$ cat src/design/spibm_defines.svh
`ifndef SPIBM_DEFINES_SVH
`define SPIBM_DEFINES_SVH

// timing figures, in their own units
`define SPIBM_REF_CLK_HZ 20000000
`define SPIBM_SCLK_MAX_HZ 16000000
`define SPIBM_SCLK_MIN_HZ 125000

// half serial period in ref_clk cycles: least rounds up, longest rounds down, never below one
`define SPIBM_HALF_RAW_MIN ((`SPIBM_REF_CLK_HZ + 2 * `SPIBM_SCLK_MAX_HZ - 1) / (2 * `SPIBM_SCLK_MAX_HZ))
`define SPIBM_HALF_MIN ((`SPIBM_HALF_RAW_MIN < 1) ? 1 : `SPIBM_HALF_RAW_MIN)
`define SPIBM_HALF_MAX (`SPIBM_REF_CLK_HZ / (2 * `SPIBM_SCLK_MIN_HZ))

// transaction length limits in bits
`define SPIBM_LEN_MIN 6'h01
`define SPIBM_LEN_MAX 6'h20

// receive buffer depth
`define SPIBM_BUF_DEPTH 2'h2

// reset values
`define SPIBM_RST_WORD 32'h0000_0000
`define SPIBM_RST_SEL 3'h7

`endif

$ cat src/design/spibm_pkg.sv
package spibm_pkg;

    typedef enum logic [2:0] {ST_IDLE, ST_LEAD, ST_SHIFT, ST_TAIL, ST_DONE} spibm_state_e;

    typedef logic [31:0] spibm_word_t;

endpackage

$ cat src/design/spibm_top.sv
// What this block does
// - shift out and in together, same bit count, received word readable afterwards
// - length 1 to 32 bits, runs to the end without software help
// - serial clock rate set by divider, between 125 kHz and the top rate
// - mode 0: idle low, first bit before first edge, change falling, sample rising
// - mode 1: idle low, drive on rising, sample on falling
// - mode 2: idle high, first bit before first edge, change rising, sample falling
// - mode 3: idle high, drive on falling, sample on rising
// - three select outputs, no more than two asserted at once
// - automatic select drops between transactions; manual holds across many
// - selects active low; manual mode driven by software around a transfer
// - in reset all bus pins are inputs with pull-up until enabled
// - maskable completion interrupt plus a pollable completion flag
// - wire bit order selectable, LSB first or MSB first
// - data taken and returned in little or big endian byte order
// - option to delay the receive sampling edge
// - configured and selected, load transmit word and shift it with clock edges
`include "spibm_defines.svh"

module spibm_top
    import spibm_pkg::*;
(
    input wire logic ref_clk, // system clock
    input wire logic rst, // synchronous reset, active high
    input wire logic enable, // block enable, hands the pins to the block
    input wire logic [1:0] spiMode, // {polarity, phase}
    input wire logic lsbFirst, // 1: least significant bit first
    input wire logic bigEndian, // 1: byte order reversed on the wire
    input wire logic sampleDelay, // 1: sample half a period late
    input wire logic [6:0] clkDiv, // half period in ref_clk cycles, minus one
    input wire logic [5:0] xferLen, // bits per transaction, 1..32
    input wire logic selAuto, // 1: automatic select mode
    input wire logic [2:0] selChoose, // selects driven in automatic mode
    input wire logic [2:0] selManual, // selects driven in manual mode, 1 = asserted
    input wire logic startReq, // start a transaction
    output logic startReady, // start is taken this cycle if requested
    input wire logic [31:0] txData, // transmit word
    output logic busy, // transaction under way
    output logic rxValid, // received word available
    input wire logic rxReady, // consumer takes the received word
    output logic [31:0] rxData, // received word
    output logic doneFlag, // sticky completion flag
    input wire logic doneClear, // clears the completion flag
    input wire logic irqEnable, // completion interrupt mask, 1 = pass
    output logic irqOut, // completion interrupt, active high
    output logic slave_select_0, // select 0 pin out, active low
    output logic slave_select_1, // select 1 pin out, active low
    output logic slave_select_2, // select 2 pin out, active low
    output logic [2:0] selOeN, // select pin output enables, low = drive
    output logic serial_clock_out, // serial clock pin out
    output logic clkOeN, // serial clock output enable, low = drive
    output logic serial_data_out, // serial data pin out
    output logic doutOeN, // serial data output enable, low = drive
    input wire logic serial_data_in, // serial data pin in
    output logic pullUpEn // pin pull-ups on
);

    ////////////////////////////////////////////////////////////////////////
    // helpers

    // reverse the byte order of the bytes that a len-bit word occupies
    function automatic spibm_word_t byteSwap(input spibm_word_t d, input logic [5:0] len);
        spibm_word_t r;
        logic [2:0] nb;
        r = `SPIBM_RST_WORD;
        nb = 3'((len + 6'h07) >> 3);
        for (int i = 0; i < 4; i++)
        begin
            if (3'(i) < nb)
            begin
                r[8 * i +: 8] = d[8 * (32'(nb) - 1 - i) +: 8];
            end
        end
        return r;
    endfunction

    function automatic logic [4:0] bitPos(input logic [4:0] idx, input logic [5:0] len, input logic lsb);
        return lsb ? idx : 5'(len - 6'h01 - {1'b0, idx});
    endfunction

    ////////////////////////////////////////////////////////////////////////
    // state

    spibm_state_e state_ff;
    logic [6:0] divCnt_ff;
    logic [6:0] half_ff;
    logic [5:0] edgeCnt_ff;
    logic [5:0] len_ff;
    spibm_word_t txWord_ff;
    spibm_word_t rxWord_ff;
    logic cpol_ff;
    logic cpha_ff;
    logic lsb_ff;
    logic big_ff;
    logic dly_ff;
    logic pend_ff;
    logic [4:0] pendIdx_ff;
    logic sclk_ff;
    logic mosi_ff;
    logic [2:0] sel_ff;
    logic drvEn_ff;
    logic done_ff;
    logic misoMeta_ff;
    logic misoSync_ff;
    spibm_word_t buf_ff [2];
    logic wrPtr_ff;
    logic rdPtr_ff;
    logic [1:0] count_ff;

    ////////////////////////////////////////////////////////////////////////
    // decode

    wire logic [5:0] lenClamp;
    wire logic [6:0] divClamp;
    wire logic tick;
    wire logic inShift;
    wire logic lastEdge;
    wire logic sampleEdge;
    wire logic startFire;
    wire logic pushRx;
    wire logic popRx;
    wire logic [4:0] edgeBit;
    wire logic [4:0] nextBit;
    wire logic changeNow;
    wire logic [2:0] selReq;
    wire logic [2:0] selLim;
    wire spibm_word_t txLoad;

    assign lenClamp = (xferLen < `SPIBM_LEN_MIN) ? `SPIBM_LEN_MIN :
                      (xferLen > `SPIBM_LEN_MAX) ? `SPIBM_LEN_MAX : xferLen;
    assign divClamp = ({1'b0, clkDiv} + 8'h01 < 8'(`SPIBM_HALF_MIN)) ? 7'(`SPIBM_HALF_MIN - 1) :
                      ({1'b0, clkDiv} + 8'h01 > 8'(`SPIBM_HALF_MAX)) ? 7'(`SPIBM_HALF_MAX - 1) : clkDiv;
    assign tick = (divCnt_ff == half_ff);
    assign inShift = (state_ff == ST_SHIFT);
    assign lastEdge = ({1'b0, edgeCnt_ff} == 7'({len_ff, 1'b0} - 7'h01));
    // sample on leading edge for phase 0, trailing for phase 1
    assign sampleEdge = (edgeCnt_ff[0] == cpha_ff);
    // phase 0 changes on trailing edges, phase 1 drives on leading edges
    assign changeNow = cpha_ff ? ~edgeCnt_ff[0] : (edgeCnt_ff[0] & ~lastEdge);
    assign edgeBit = edgeCnt_ff[5:1];
    assign nextBit = cpha_ff ? edgeBit : 5'(edgeBit + 5'h01);
    // no start while busy or while the buffer has no room
    assign startReady = enable & (state_ff == ST_IDLE) & (count_ff < `SPIBM_BUF_DEPTH);
    assign startFire = startReq & startReady;
    assign busy = (state_ff != ST_IDLE);
    // byte order on the way in
    assign txLoad = bigEndian ? byteSwap(txData, lenClamp) : txData;
    assign pushRx = (state_ff == ST_DONE);
    assign popRx = rxReady & rxValid;
    assign rxValid = (count_ff != 2'h0);
    assign rxData = buf_ff[rdPtr_ff];
    // auto mode asserts only while busy, manual follows software
    assign selReq = selAuto ? (busy ? selChoose : 3'h0) : selManual;
    // a third simultaneous select is dropped
    assign selLim = (&selReq) ? 3'h3 : selReq;
    assign irqOut = done_ff & irqEnable;
    assign doneFlag = done_ff;
    assign slave_select_0 = sel_ff[0];
    assign slave_select_1 = sel_ff[1];
    assign slave_select_2 = sel_ff[2];
    assign serial_clock_out = sclk_ff;
    assign serial_data_out = mosi_ff;
    assign selOeN = {3{~drvEn_ff}};
    assign clkOeN = ~drvEn_ff;
    assign doutOeN = ~drvEn_ff;
    assign pullUpEn = ~drvEn_ff;

    ////////////////////////////////////////////////////////////////////////
    // input synchroniser

    always_ff @(posedge ref_clk)
    begin
        misoMeta_ff <= serial_data_in;
        misoSync_ff <= misoMeta_ff;
    end

    ////////////////////////////////////////////////////////////////////////
    // sequencer

    always_ff @(posedge ref_clk)
    begin
        if (rst || !enable)
        begin
            state_ff <= ST_IDLE;
            divCnt_ff <= 7'h00;
            edgeCnt_ff <= 6'h00;
            pend_ff <= 1'b0;
        end
        else
        begin
            divCnt_ff <= (state_ff == ST_IDLE || tick) ? 7'h00 : 7'(divCnt_ff + 7'h01);
            unique case (state_ff)
                ST_IDLE:
                begin
                    edgeCnt_ff <= 6'h00;
                    pend_ff <= 1'b0;
                    if (startFire)
                    begin
                        state_ff <= ST_LEAD;
                    end
                end
                ST_LEAD:
                begin
                    if (tick)
                    begin
                        state_ff <= ST_SHIFT;
                    end
                end
                ST_SHIFT:
                begin
                    if (tick)
                    begin
                        edgeCnt_ff <= 6'(edgeCnt_ff + 6'h01);
                        // late sample taken at the following edge
                        pend_ff <= dly_ff & sampleEdge;
                        if (lastEdge)
                        begin
                            state_ff <= ST_TAIL;
                        end
                    end
                end
                ST_TAIL:
                begin
                    if (tick)
                    begin
                        pend_ff <= 1'b0;
                        state_ff <= ST_DONE;
                    end
                end
                ST_DONE:
                begin
                    state_ff <= ST_IDLE;
                end
            endcase
        end
    end

    ////////////////////////////////////////////////////////////////////////
    // shift data and serial clock

    always_ff @(posedge ref_clk)
    begin
        if (rst)
        begin
            half_ff <= 7'h00;
            len_ff <= `SPIBM_LEN_MIN;
            txWord_ff <= `SPIBM_RST_WORD;
            rxWord_ff <= `SPIBM_RST_WORD;
            {cpol_ff, cpha_ff, lsb_ff, big_ff, dly_ff} <= 5'h00;
            pendIdx_ff <= 5'h00;
            sclk_ff <= 1'b0;
            mosi_ff <= 1'b0;
        end
        else if (startFire)
        begin
            half_ff <= divClamp;
            len_ff <= lenClamp;
            txWord_ff <= txLoad;
            rxWord_ff <= `SPIBM_RST_WORD;
            {cpol_ff, cpha_ff} <= spiMode;
            lsb_ff <= lsbFirst;
            big_ff <= bigEndian;
            dly_ff <= sampleDelay;
            // first bit valid before the first edge
            mosi_ff <= txLoad[bitPos(5'h00, lenClamp, lsbFirst)];
            sclk_ff <= spiMode[1];
        end
        else if (state_ff == ST_IDLE)
        begin
            // idle level follows polarity so the slave sees it before select
            sclk_ff <= spiMode[1];
        end
        else if (tick && (inShift || state_ff == ST_TAIL))
        begin
            if (inShift)
            begin
                // one serial clock edge per half period
                sclk_ff <= ~sclk_ff;
                if (changeNow)
                begin
                    mosi_ff <= txWord_ff[bitPos(nextBit, len_ff, lsb_ff)];
                end
                // normal sampling at the sample edge
                if (sampleEdge && !dly_ff)
                begin
                    rxWord_ff[bitPos(edgeBit, len_ff, lsb_ff)] <= misoSync_ff;
                end
                pendIdx_ff <= edgeBit;
            end
            if (pend_ff)
            begin
                rxWord_ff[bitPos(pendIdx_ff, len_ff, lsb_ff)] <= misoSync_ff;
            end
        end
    end

    ////////////////////////////////////////////////////////////////////////
    // selects, pin ownership, completion flag

    always_ff @(posedge ref_clk)
    begin
        if (rst)
        begin
            sel_ff <= `SPIBM_RST_SEL;
            drvEn_ff <= 1'b0;
            done_ff <= 1'b0;
        end
        else
        begin
            sel_ff <= enable ? ~selLim : `SPIBM_RST_SEL;
            drvEn_ff <= enable;
            // completion sets, and a set beats a clear in the same cycle
            done_ff <= (done_ff & ~doneClear) | pushRx;
        end
    end

    ////////////////////////////////////////////////////////////////////////
    // two-entry receive buffer; start waits for room so no word is lost

    always_ff @(posedge ref_clk)
    begin
        if (rst)
        begin
            wrPtr_ff <= 1'b0;
            rdPtr_ff <= 1'b0;
            count_ff <= 2'h0;
            buf_ff[0] <= `SPIBM_RST_WORD;
            buf_ff[1] <= `SPIBM_RST_WORD;
        end
        else
        begin
            if (pushRx)
            begin
                // byte order on the way out
                buf_ff[wrPtr_ff] <= big_ff ? byteSwap(rxWord_ff, len_ff) : rxWord_ff;
                wrPtr_ff <= ~wrPtr_ff;
            end
            if (popRx)
            begin
                rdPtr_ff <= ~rdPtr_ff;
            end
            count_ff <= 2'(count_ff + {1'b0, pushRx} - {1'b0, popRx});
        end
    end

endmodule

$ cat config.mk
export PLATFORM = sky130hd
export DESIGN_NAME = spibm_top
export DESIGN_NICKNAME = d
export VERILOG_FILES = /design/src/design/spibm_pkg.sv /design/src/design/spibm_top.sv
export VERILOG_INCLUDE_DIRS = /design/src /design/src/design
export SDC_FILE = /design/constraint.sdc
export NUM_CORES = 1
export LEC_CHECK = 0
export CAP_MARGIN = 15
export CORE_AREA = 3 3 171 140
export CTS_CLUSTER_SIZE = 12
export DETAILED_ROUTE_END_ITERATION = 12
export DIE_AREA = 0 0 174 143
export DONT_BUFFER_PORTS = 1
export PLACE_DENSITY = 0.72
export SETUP_SLACK_MARGIN = 0.5
export SYNTH_ARGS = -nofsm -noshare
export SYNTH_HDL_FRONTEND = slang
export SYNTH_SLANG_ARGS = --single-unit
$ cat constraint.sdc
create_clock -name ref_clk -period 5.4 [get_ports ref_clk]
set_clock_uncertainty 0.2 [all_clocks]
set_input_delay 0.54 -clock ref_clk [delete_from_list [all_inputs] [get_ports ref_clk]]
set_output_delay 0.54 -clock ref_clk [all_outputs]
set_load 0.1 [all_outputs]
Word level (Yosys, flattened, before mapping)
Memory sizes are Yosys's and may differ from the RTL's. A register that Yosys moved wholly into a read port is not among the register bits.
Cells that the tools add are included.
Widths: inputs -> output; s select.
{"block": "totals", "ff_bits": 116, "latchBits": 0, "ram_bits": 64, "mem_bits_ro": 0, "inputBits": 65, "output_inout_bits": 48, "elab_cells": 214, "n_memories": 1}
{"name": "buf_ff", "words": 2, "width": 32, "read_ports": 1, "rd_ports_with_merged_regs": 1, "wr": 2, "line": "spibm_top.sv:105", "rtl": "spibm_word_t buf_ff [2];"}
{"block": "classes", "add_sub_neg": 22, "n_mul": 0, "div_mod_pow": 0, "n_lt_le_gt_ge": 19, "n_eq_ne": 12, "n_shift": 8, "muxes": 78, "bitwise": 20, "n_reduce_logical": 31}
{"operator": "$mux 32", "n": 10}
{"operator": "$shiftx 32x33->8", "n": 8}
{"operator": "$mux 8", "n": 16}
{"operator": "$bwmux 32", "n": 2}
{"operator": "$sub 29x1->29 const B", "n": 2}
{"operator": "$sub 29x2->29 const B", "n": 2}
{"operator": "$reduce_or 32->1", "n": 1}
{"operator": "$mux 1", "n": 25}
{"operator": "$mux 5", "n": 5}
{"operator": "$lt 5x6->1 const B", "n": 4}
{"operator": "$mux 3", "n": 8}
{"operator": "$mux 6", "n": 3}
{"operator": "$pmux 3 s5", "n": 1}
{"operator": "$sub 5x5->5", "n": 3}
{"operator": "$mux 7", "n": 2}
{"operator": "$add 6x3->6 const B", "n": 2}
{"operator": "$lt 1x3->1 const A", "n": 4}
{"operator": "$lt 2x3->1 const A", "n": 4}
{"operator": "$pmux 6 s2", "n": 1}
{"operator": "$reduce_bool 3->1", "n": 4}
{"operator": "$bmux 1 s5", "n": 2}
{"operator": "$demux 1 s5", "n": 2}
{"operator": "$ge 5x1->1 const B", "n": 2}
{"operator": "$not 1->1", "n": 10}
{"operator": "other kinds (37)", "n": 67}

Longest topological paths before layout
{"block": "logic_depth", "depth_word": 16, "ltp_mapped": 23, "depth_no_buf": 20}

Worst setup path before layout
Ideal clock, no wire load.
{"block": "synth_timing", "path_type": "register to register", "start": "register state_ff[1]", "end": "register txWord_ff[16]", "setup_time_ns": 0.128, "arrival_time_ns": 4.921, "t_required_ns": 5.072, "path_slack_ns": 0.152, "stages_incl_launch_ff": 10, "path_buffers": 3, "synth_period_minus_slack_ns": 5.248, "cell_sequence": "dfxtp_1 -> clkbuf_1 -> nor3_1 -> inv_1 -> nor3b_1 -> nand2_1 -> clkbuf_1 -> clkbuf_1 -> a21oi_1 -> nor2_1"}
{"block": "synth_via", "elab_chain_len": 4}
{"element": "from (decl)", "line": "spibm_top.sv:84", "rtl": "spibm_state_e state_ff;"}
{"element": "from (signal assigned)", "line": "spibm_top.sv:184", "rtl": "state_ff <= ST_IDLE;"}
{"element": "from (signal assigned)", "line": "spibm_top.sv:199", "rtl": "state_ff <= ST_LEAD;"}
{"element": "from (signal assigned)", "line": "spibm_top.sv:206", "rtl": "state_ff <= ST_SHIFT;"}
{"element": "$logic_not 3->1", "line": "spibm_top.sv:143", "rtl": "assign startReady = enable & (state_ff == ST_IDLE) & (count_ff < `SPIBM_BUF_DEPTH);"}
{"element": "$and 1x1->1 (2 in series)", "line": "spibm_top.sv:143"}
{"element": "net startReady", "line": "spibm_top.sv:36", "rtl": "output logic startReady,"}
{"element": "$and 1x1->1", "line": "spibm_top.sv:144", "rtl": "assign startFire = startReq & startReady;"}
{"element": "to (signal assigned)", "line": "spibm_top.sv:247", "rtl": "txWord_ff <= `SPIBM_RST_WORD;"}
{"element": "to (signal assigned)", "line": "spibm_top.sv:258", "rtl": "txWord_ff <= txLoad;"}
{"element": "to (decl)", "line": "spibm_top.sv:89", "rtl": "spibm_word_t txWord_ff;"}
The timed path passes the listed nets, and every way through them passes these cells.
A chain may end at the register's enable or synchronous reset.

Worst setup path after layout
{"block": "layout_timing", "start": "input xferLen[2]", "end": "register mosi_ff, in the netlist serial_data_out"}
{"block": "layout_via", "elab_chain_len": 12, "elab_cells_between_ends": 27, "classes_between": "add/sub (6); order compare (6); shift (4); mux (11)"}
{"element": "from (decl)", "line": "spibm_top.sv:31", "rtl": "input wire logic [5:0] xferLen,"}
{"element": "$gt 6x6->1 (no source line)"}
{"element": "$mux 6", "line": "spibm_top.sv:130", "rtl": "(xferLen > `SPIBM_LEN_MAX) ? `SPIBM_LEN_MAX : xferLen;"}
{"element": "$mux 6 *", "line": "spibm_top.sv:129", "rtl": "assign lenClamp = (xferLen < `SPIBM_LEN_MIN) ? `SPIBM_LEN_MIN :"}
{"element": "$add 6x3->6", "line": "spibm_top.sv:66", "rtl": "nb = 3'((len + 6'h07) >> 3);"}
{"element": "$sub 3x1->4", "line": "spibm_top.sv:71", "rtl": "r[8 * i +: 8] = d[8 * (32'(nb) - 1 - i) +: 8];"}
{"element": "$sub 29x1->29 (tied with other cells)", "line": "spibm_top.sv:71"}
{"element": "$shiftx 32x33->8", "line": "spibm_top.sv:71"}
{"element": "$mux 8", "line": "spibm_top.sv:69", "rtl": "if (3'(i) < nb)"}
{"element": "$mux 32", "line": "spibm_top.sv:147", "rtl": "assign txLoad = bigEndian ? byteSwap(txData, lenClamp) : txData;"}
{"element": "$bmux 1 s5 *", "line": "spibm_top.sv:265", "rtl": "mosi_ff <= txLoad[bitPos(5'h00, lenClamp, lsbFirst)];"}
{"element": "$mux 1 (not written as such) *", "line": "spibm_top.sv:265"}
{"element": "$mux 1 *", "line": "spibm_top.sv:254", "rtl": "else if (startFire)"}
{"element": "to (signal assigned)", "line": "spibm_top.sv:265"}
{"element": "to (signal assigned)", "line": "spibm_top.sv:281", "rtl": "mosi_ff <= txWord_ff[bitPos(nextBit, len_ff, lsb_ff)];"}
{"element": "to (decl)", "line": "spibm_top.sv:99", "rtl": "logic mosi_ff;"}
Every way passes the cells marked *; elsewhere a longest branch is shown, timed or not. The select of a mux whose other input is x is not followed.

==> results.py <==
metrics = {
    "global_routing": {
        "first_global_vias": 9785,
        "grt_start_max_net_pins": 61,
        "antenna_found_initial": 0,
        "wire_length_of_the_first_global_routing_pass_mm": 55.2,
        "grt_remaining_overflow": 0,
        "global_route.usage.total_pct": 27.9,
    },
    "die": {
        "die_width_um": 174,
        "io-pin-count": 113,
        "die_area_sq_mm": 0.0249,
        "die_y_um": 143,
        "floorplan.initialDensity_pct": 54.9,
        "floorplan.core_area_sq_mm": 0.0223,
        "placementRows": 49,
    },
    "cts": {
        "clock_tree_from_tritoncts": "yes",
        "h-tree-depth": 4,
        "root_buffer_master": "sky130_fd_sc_hd__clkbuf_16",
        "count_of_clock_tree_sinks": 181,
        "insertion_delay_ps": 440,
        "post_cts_buffers": 0,
        "worst_setup_hold_path_clk_slew_ps": 70,
        "tritoncts.num_buffers": 17,
        "clock_path_buffers": 2,
    },
    "critical_path": {
        "critical_path_class": "in -> reg",
        "crit_path_max_fanout": 10,
        "timing.critical_path.to_type": "flop",
        "worst_r2r_endpoint": "rxWord_ff[30]",
        "crit_top_cell": "sky130_fd_sc_hd__ha_1",
        "cp_data_required_time_ps": 5540,
        "ff2ff_setup_slack_ps": 1170,
        "arrival_time_reported_for_the_critical_path_endpoint_ps": 4750,
        "critPathLaunchType": "primary input",
        "crit_chain": "nor4_1 > o21a_1 > clkinv_1 > ha_1 > nand2b_1 > nand2_1 > xnor2_1 > nand2_1 > ha_1 > ha_1 > ha_1 > nand3b_1 > a31oi_1 > o31ai_1 > buf_4 > a311oi_1 > o32ai_1 > a32oi_1 > nand4_1 > a311oi_2 > o2bb2ai_1",
        "timing.critical_path.slowest_stage_cell": "sky130_fd_sc_hd__ha_1",
        "reg2reg_path_depth": 12,
        "regToRegStartpoint": "len_ff[0]",
        "cpPeakStageDelay_ps": 390,
    },
    "final_layout": {
        "final_layout_size_suffix_gt1_share_pct": 12.1,
        "antennaDiodeCount": 0,
        "layout.cells.most_common_list": "sky130_fd_sc_hd__nor2_1 (177), sky130_fd_sc_hd__dfxtp_1 (117), sky130_fd_sc_hd__nand2_1 (116)",
        "most_frequent_standard_cell_in_the_layout_excluding_fill_and_tap_cells": "sky130_fd_sc_hd__nor2_1",
        "fin_util_pct": 58.2,
        "nNetsFinal": 1407,
        "area_grow_syn2layout_pct": 6.10,
        "stdcell_area_sq_mm": 0.0130,
    },
    "routing": {
        "met3_routed_length_mm": 4.01,
        "totalWireLength_mm": 34.9,
        "wl_met1_mm": 15.7,
        "route.detailed.vias_per_inst": 6.62,
        "drt_iter0_markers": 1289,
        "drt-wirelength-per-cell_um": 21.5,
        "vias": 10800,
        "met2WireLength_mm": 14.5,
        "highest-signal-layer": "met4",
        "drc": 0,
        "drtAntennaViolNets": 0,
        "length_of_the_first_detailed_routing_pass_in_iterations": 6,
    },
    "logic_synthesis": {
        "dominantRegCellSynth": "sky130_fd_sc_hd__dfxtp_1",
        "post_synth_inst_count": 1364,
        "synthesis.nets": 1462,
        "synth_top_cell_by_area": "sky130_fd_sc_hd__dfxtp_1",
        "ys_warn_count": 0,
        "synth_seq_area_share_pct": 34.8,
        "async_flop_share_pct": 0,
        "number_of_flops_mapped_to_enable_cells_by_yosys": 64,
        "dominant_cells_by_area_after_synthesis": "sky130_fd_sc_hd__dfxtp_1 (19%), sky130_fd_sc_hd__edfxtp_1 (16%), sky130_fd_sc_hd__mux4_2 (7.2%), sky130_fd_sc_hd__nor2_1 (5.4%), sky130_fd_sc_hd__mux2i_1 (4.5%)",
        "ys_seq_elements": 181,
        "syn_area_sq_mm": 0.0123,
        "synth.distinct_cells": 82,
        "area_share_of_the_leading_cell_type_in_the_synthesized_netlist_pct": 19.1,
        "synth_area_per_cell_sq_um": 8.98,
    },
    "power": {
        "power_switching_mw": 1.67,
        "share_clk_of_total_power_pct": 27.2,
        "cellInternalPower_mw": 2.56,
        "power.density_cell_area_mw_per_mm2": 325,
        "worst_ir_drop_vdd_mv": 0.281,
        "comb_power_share_pct": 36.3,
        "totalPowerFinal_mw": 4.23,
        "power.share.sequential_pct": 36.5,
        "power.static_leakage_nw": 4.72,
        "power.switching_fraction_pct": 39.5,
    },
    "min_path": {
        "worstHoldPathCells": 2,
        "holdPathEnd": "cpha_ff",
        "worstHoldPathType": "in -> reg",
        "hold_path.startpoint": "spiMode[0]",
    },
    "placement": {
        "io_buffers": 0,
        "finalWeightedCongestion": 1.02,
        "placedInstanceArea_sq_mm": 0.0124,
        "sum_of_net_half_perimeters_after_detailed_placement_mm": 25.0,
    },
    "sta": {
        "final_count_of_hold_timing_violations": 0,
        "unrepaired_setup_endpoints_after_global_routing": "no",
        "report.final.slew_viol_count": 0,
        "finalSetupTns_ps": 0,
        "worst-slew-pin-transition_ps": 1140,
        "timing.final.crit_share_pct": 85.3,
        "final.min_clock_period_ps": 4610,
        "timing.final.setup_violations": 0,
        "slew-limit-headroom_pct": 23.7,
        "fmax_ghz": 0.217,
    },
    "run": {
        "maximum_capacitance_violations": 0,
    },
    "status": {
        "outcome": "completed",
    },
}
## synthesized netlist by cell type, drive strengths merged, types with 5 or more instances
cell,n
dfxtp,117
or2,6
inv,44
nand3,18
o32ai,12
a21boi,5
o21a,6
nand4,10
nor4,7
clkbuf,67
nor3b,15
nand2b,13
nand2,116
a221o,5
edfxtp,64
nor2b,37
a31oi,9
nand3b,5
a21o,6
nor2,178
mux2,37
and3b,10
o211ai,11
a211oi,23
o31ai,5
and3,6
a22o,28
a21oi,56
nor3,63
xnor2,26
ha,30
mux2i,55
a32oi,5
or3,9
o21ai,60
mux4,39
xor2,17
a311oi,11
buf,34
and2,24
a22oi,23
## registers in the layout, summed over array words and instances (netlist names), 2 cells and up, named ones only
| signal | cells |
|---|---|
| edgeCnt_ff | 6 |
| state_ff | 3 |
| rxWord_ff | 32 |
| divCnt_ff | 7 |
| sel_ff | 3 |
| count_ff | 2 |
| len_ff | 6 |
| txWord_ff | 32 |
| buf_ff | 64 |
| half_ff | 7 |
| pendIdx_ff | 5 |
## per-layer routing
metal	vias up	GRT usage [%]
li1	4905	-
met1	5224	42.5
met2	584	39.7
met3	60	6.86
met4	0	6.77
met5	-	0
## cell type report
| type | instances | area (sq um) |
|---|---|---|
| well taps | 306 | 383 |
| clock buffers | 20 | 437 |
| flip-flops and latches | 181 | 4260 |
| fillers | 1963 | 9320 |
| repair buffers | 27 | 225 |
| multi-input cells | 1037 | 7410 |
| clock inverters | 12 | 105 |
| inverters | 45 | 174 |
## worst max-delay path by stage
stage                     from         endpoint  slack, ps  cells after the start
floorplan           xferLen[2]  serial_data_out        570                     23
global placement    xferLen[2]  serial_data_out        530                     21
detailed placement  xferLen[2]  serial_data_out        390                     21
CTS                 xferLen[2]  serial_data_out        800                     21
global route        xferLen[2]  serial_data_out        520                     21
finish              xferLen[2]  serial_data_out        790                     21
## critical path, delay by kind of cell
kind            cells  cell delay (ps)
fa+ha+maj           4             1160
buf+inv             2              260
simple gates        6              990
xor+xnor            1              200
compound gates      8             1580
## cells by family after synthesis
| group | share of synthesized area, % |
|---|---|
| mux | 15.1 |
| xor+xnor | 3.07 |
| flops | 34.8 |
| fa+ha+maj | 3.55 |
| simple gates | 20.7 |
| buf+inv | 5.02 |
| compound gates | 17.7 |
## metrics by stage
step / hold slack (ps) / worst slack (ps) / instances
after floorplan: 110 / 575 / 1364
after global placement: 132 / 526 / 1594
after detailed placement: 126 / 388 / 1594
after CTS: 15.2 / 802 / 1628
after global routing: 50.4 / 521 / 1628
final: 33.4 / 794 / 1628
## power by group through the flow
stage | Sequential, mW | Clock (mW) | Combinational (mW)
global route | 1.55 | 1.22 | 1.63
finish | 1.54 | 1.15 | 1.54
CTS | 1.54 | 1.17 | 1.52
floorplan | 1.55 | 0 | 1.28
detailed placement | 1.57 | 0 | 1.50
global placement | 1.57 | 0 | 1.48
## timing repair
item                                    CTS  global route
endpoints found under the setup margin    0             1
hold buffers                              2             0
endpoints found under the hold margin    60             0
gates resized for setup                   0             1
No activity file was read; power rests on OpenSTA's default activity.
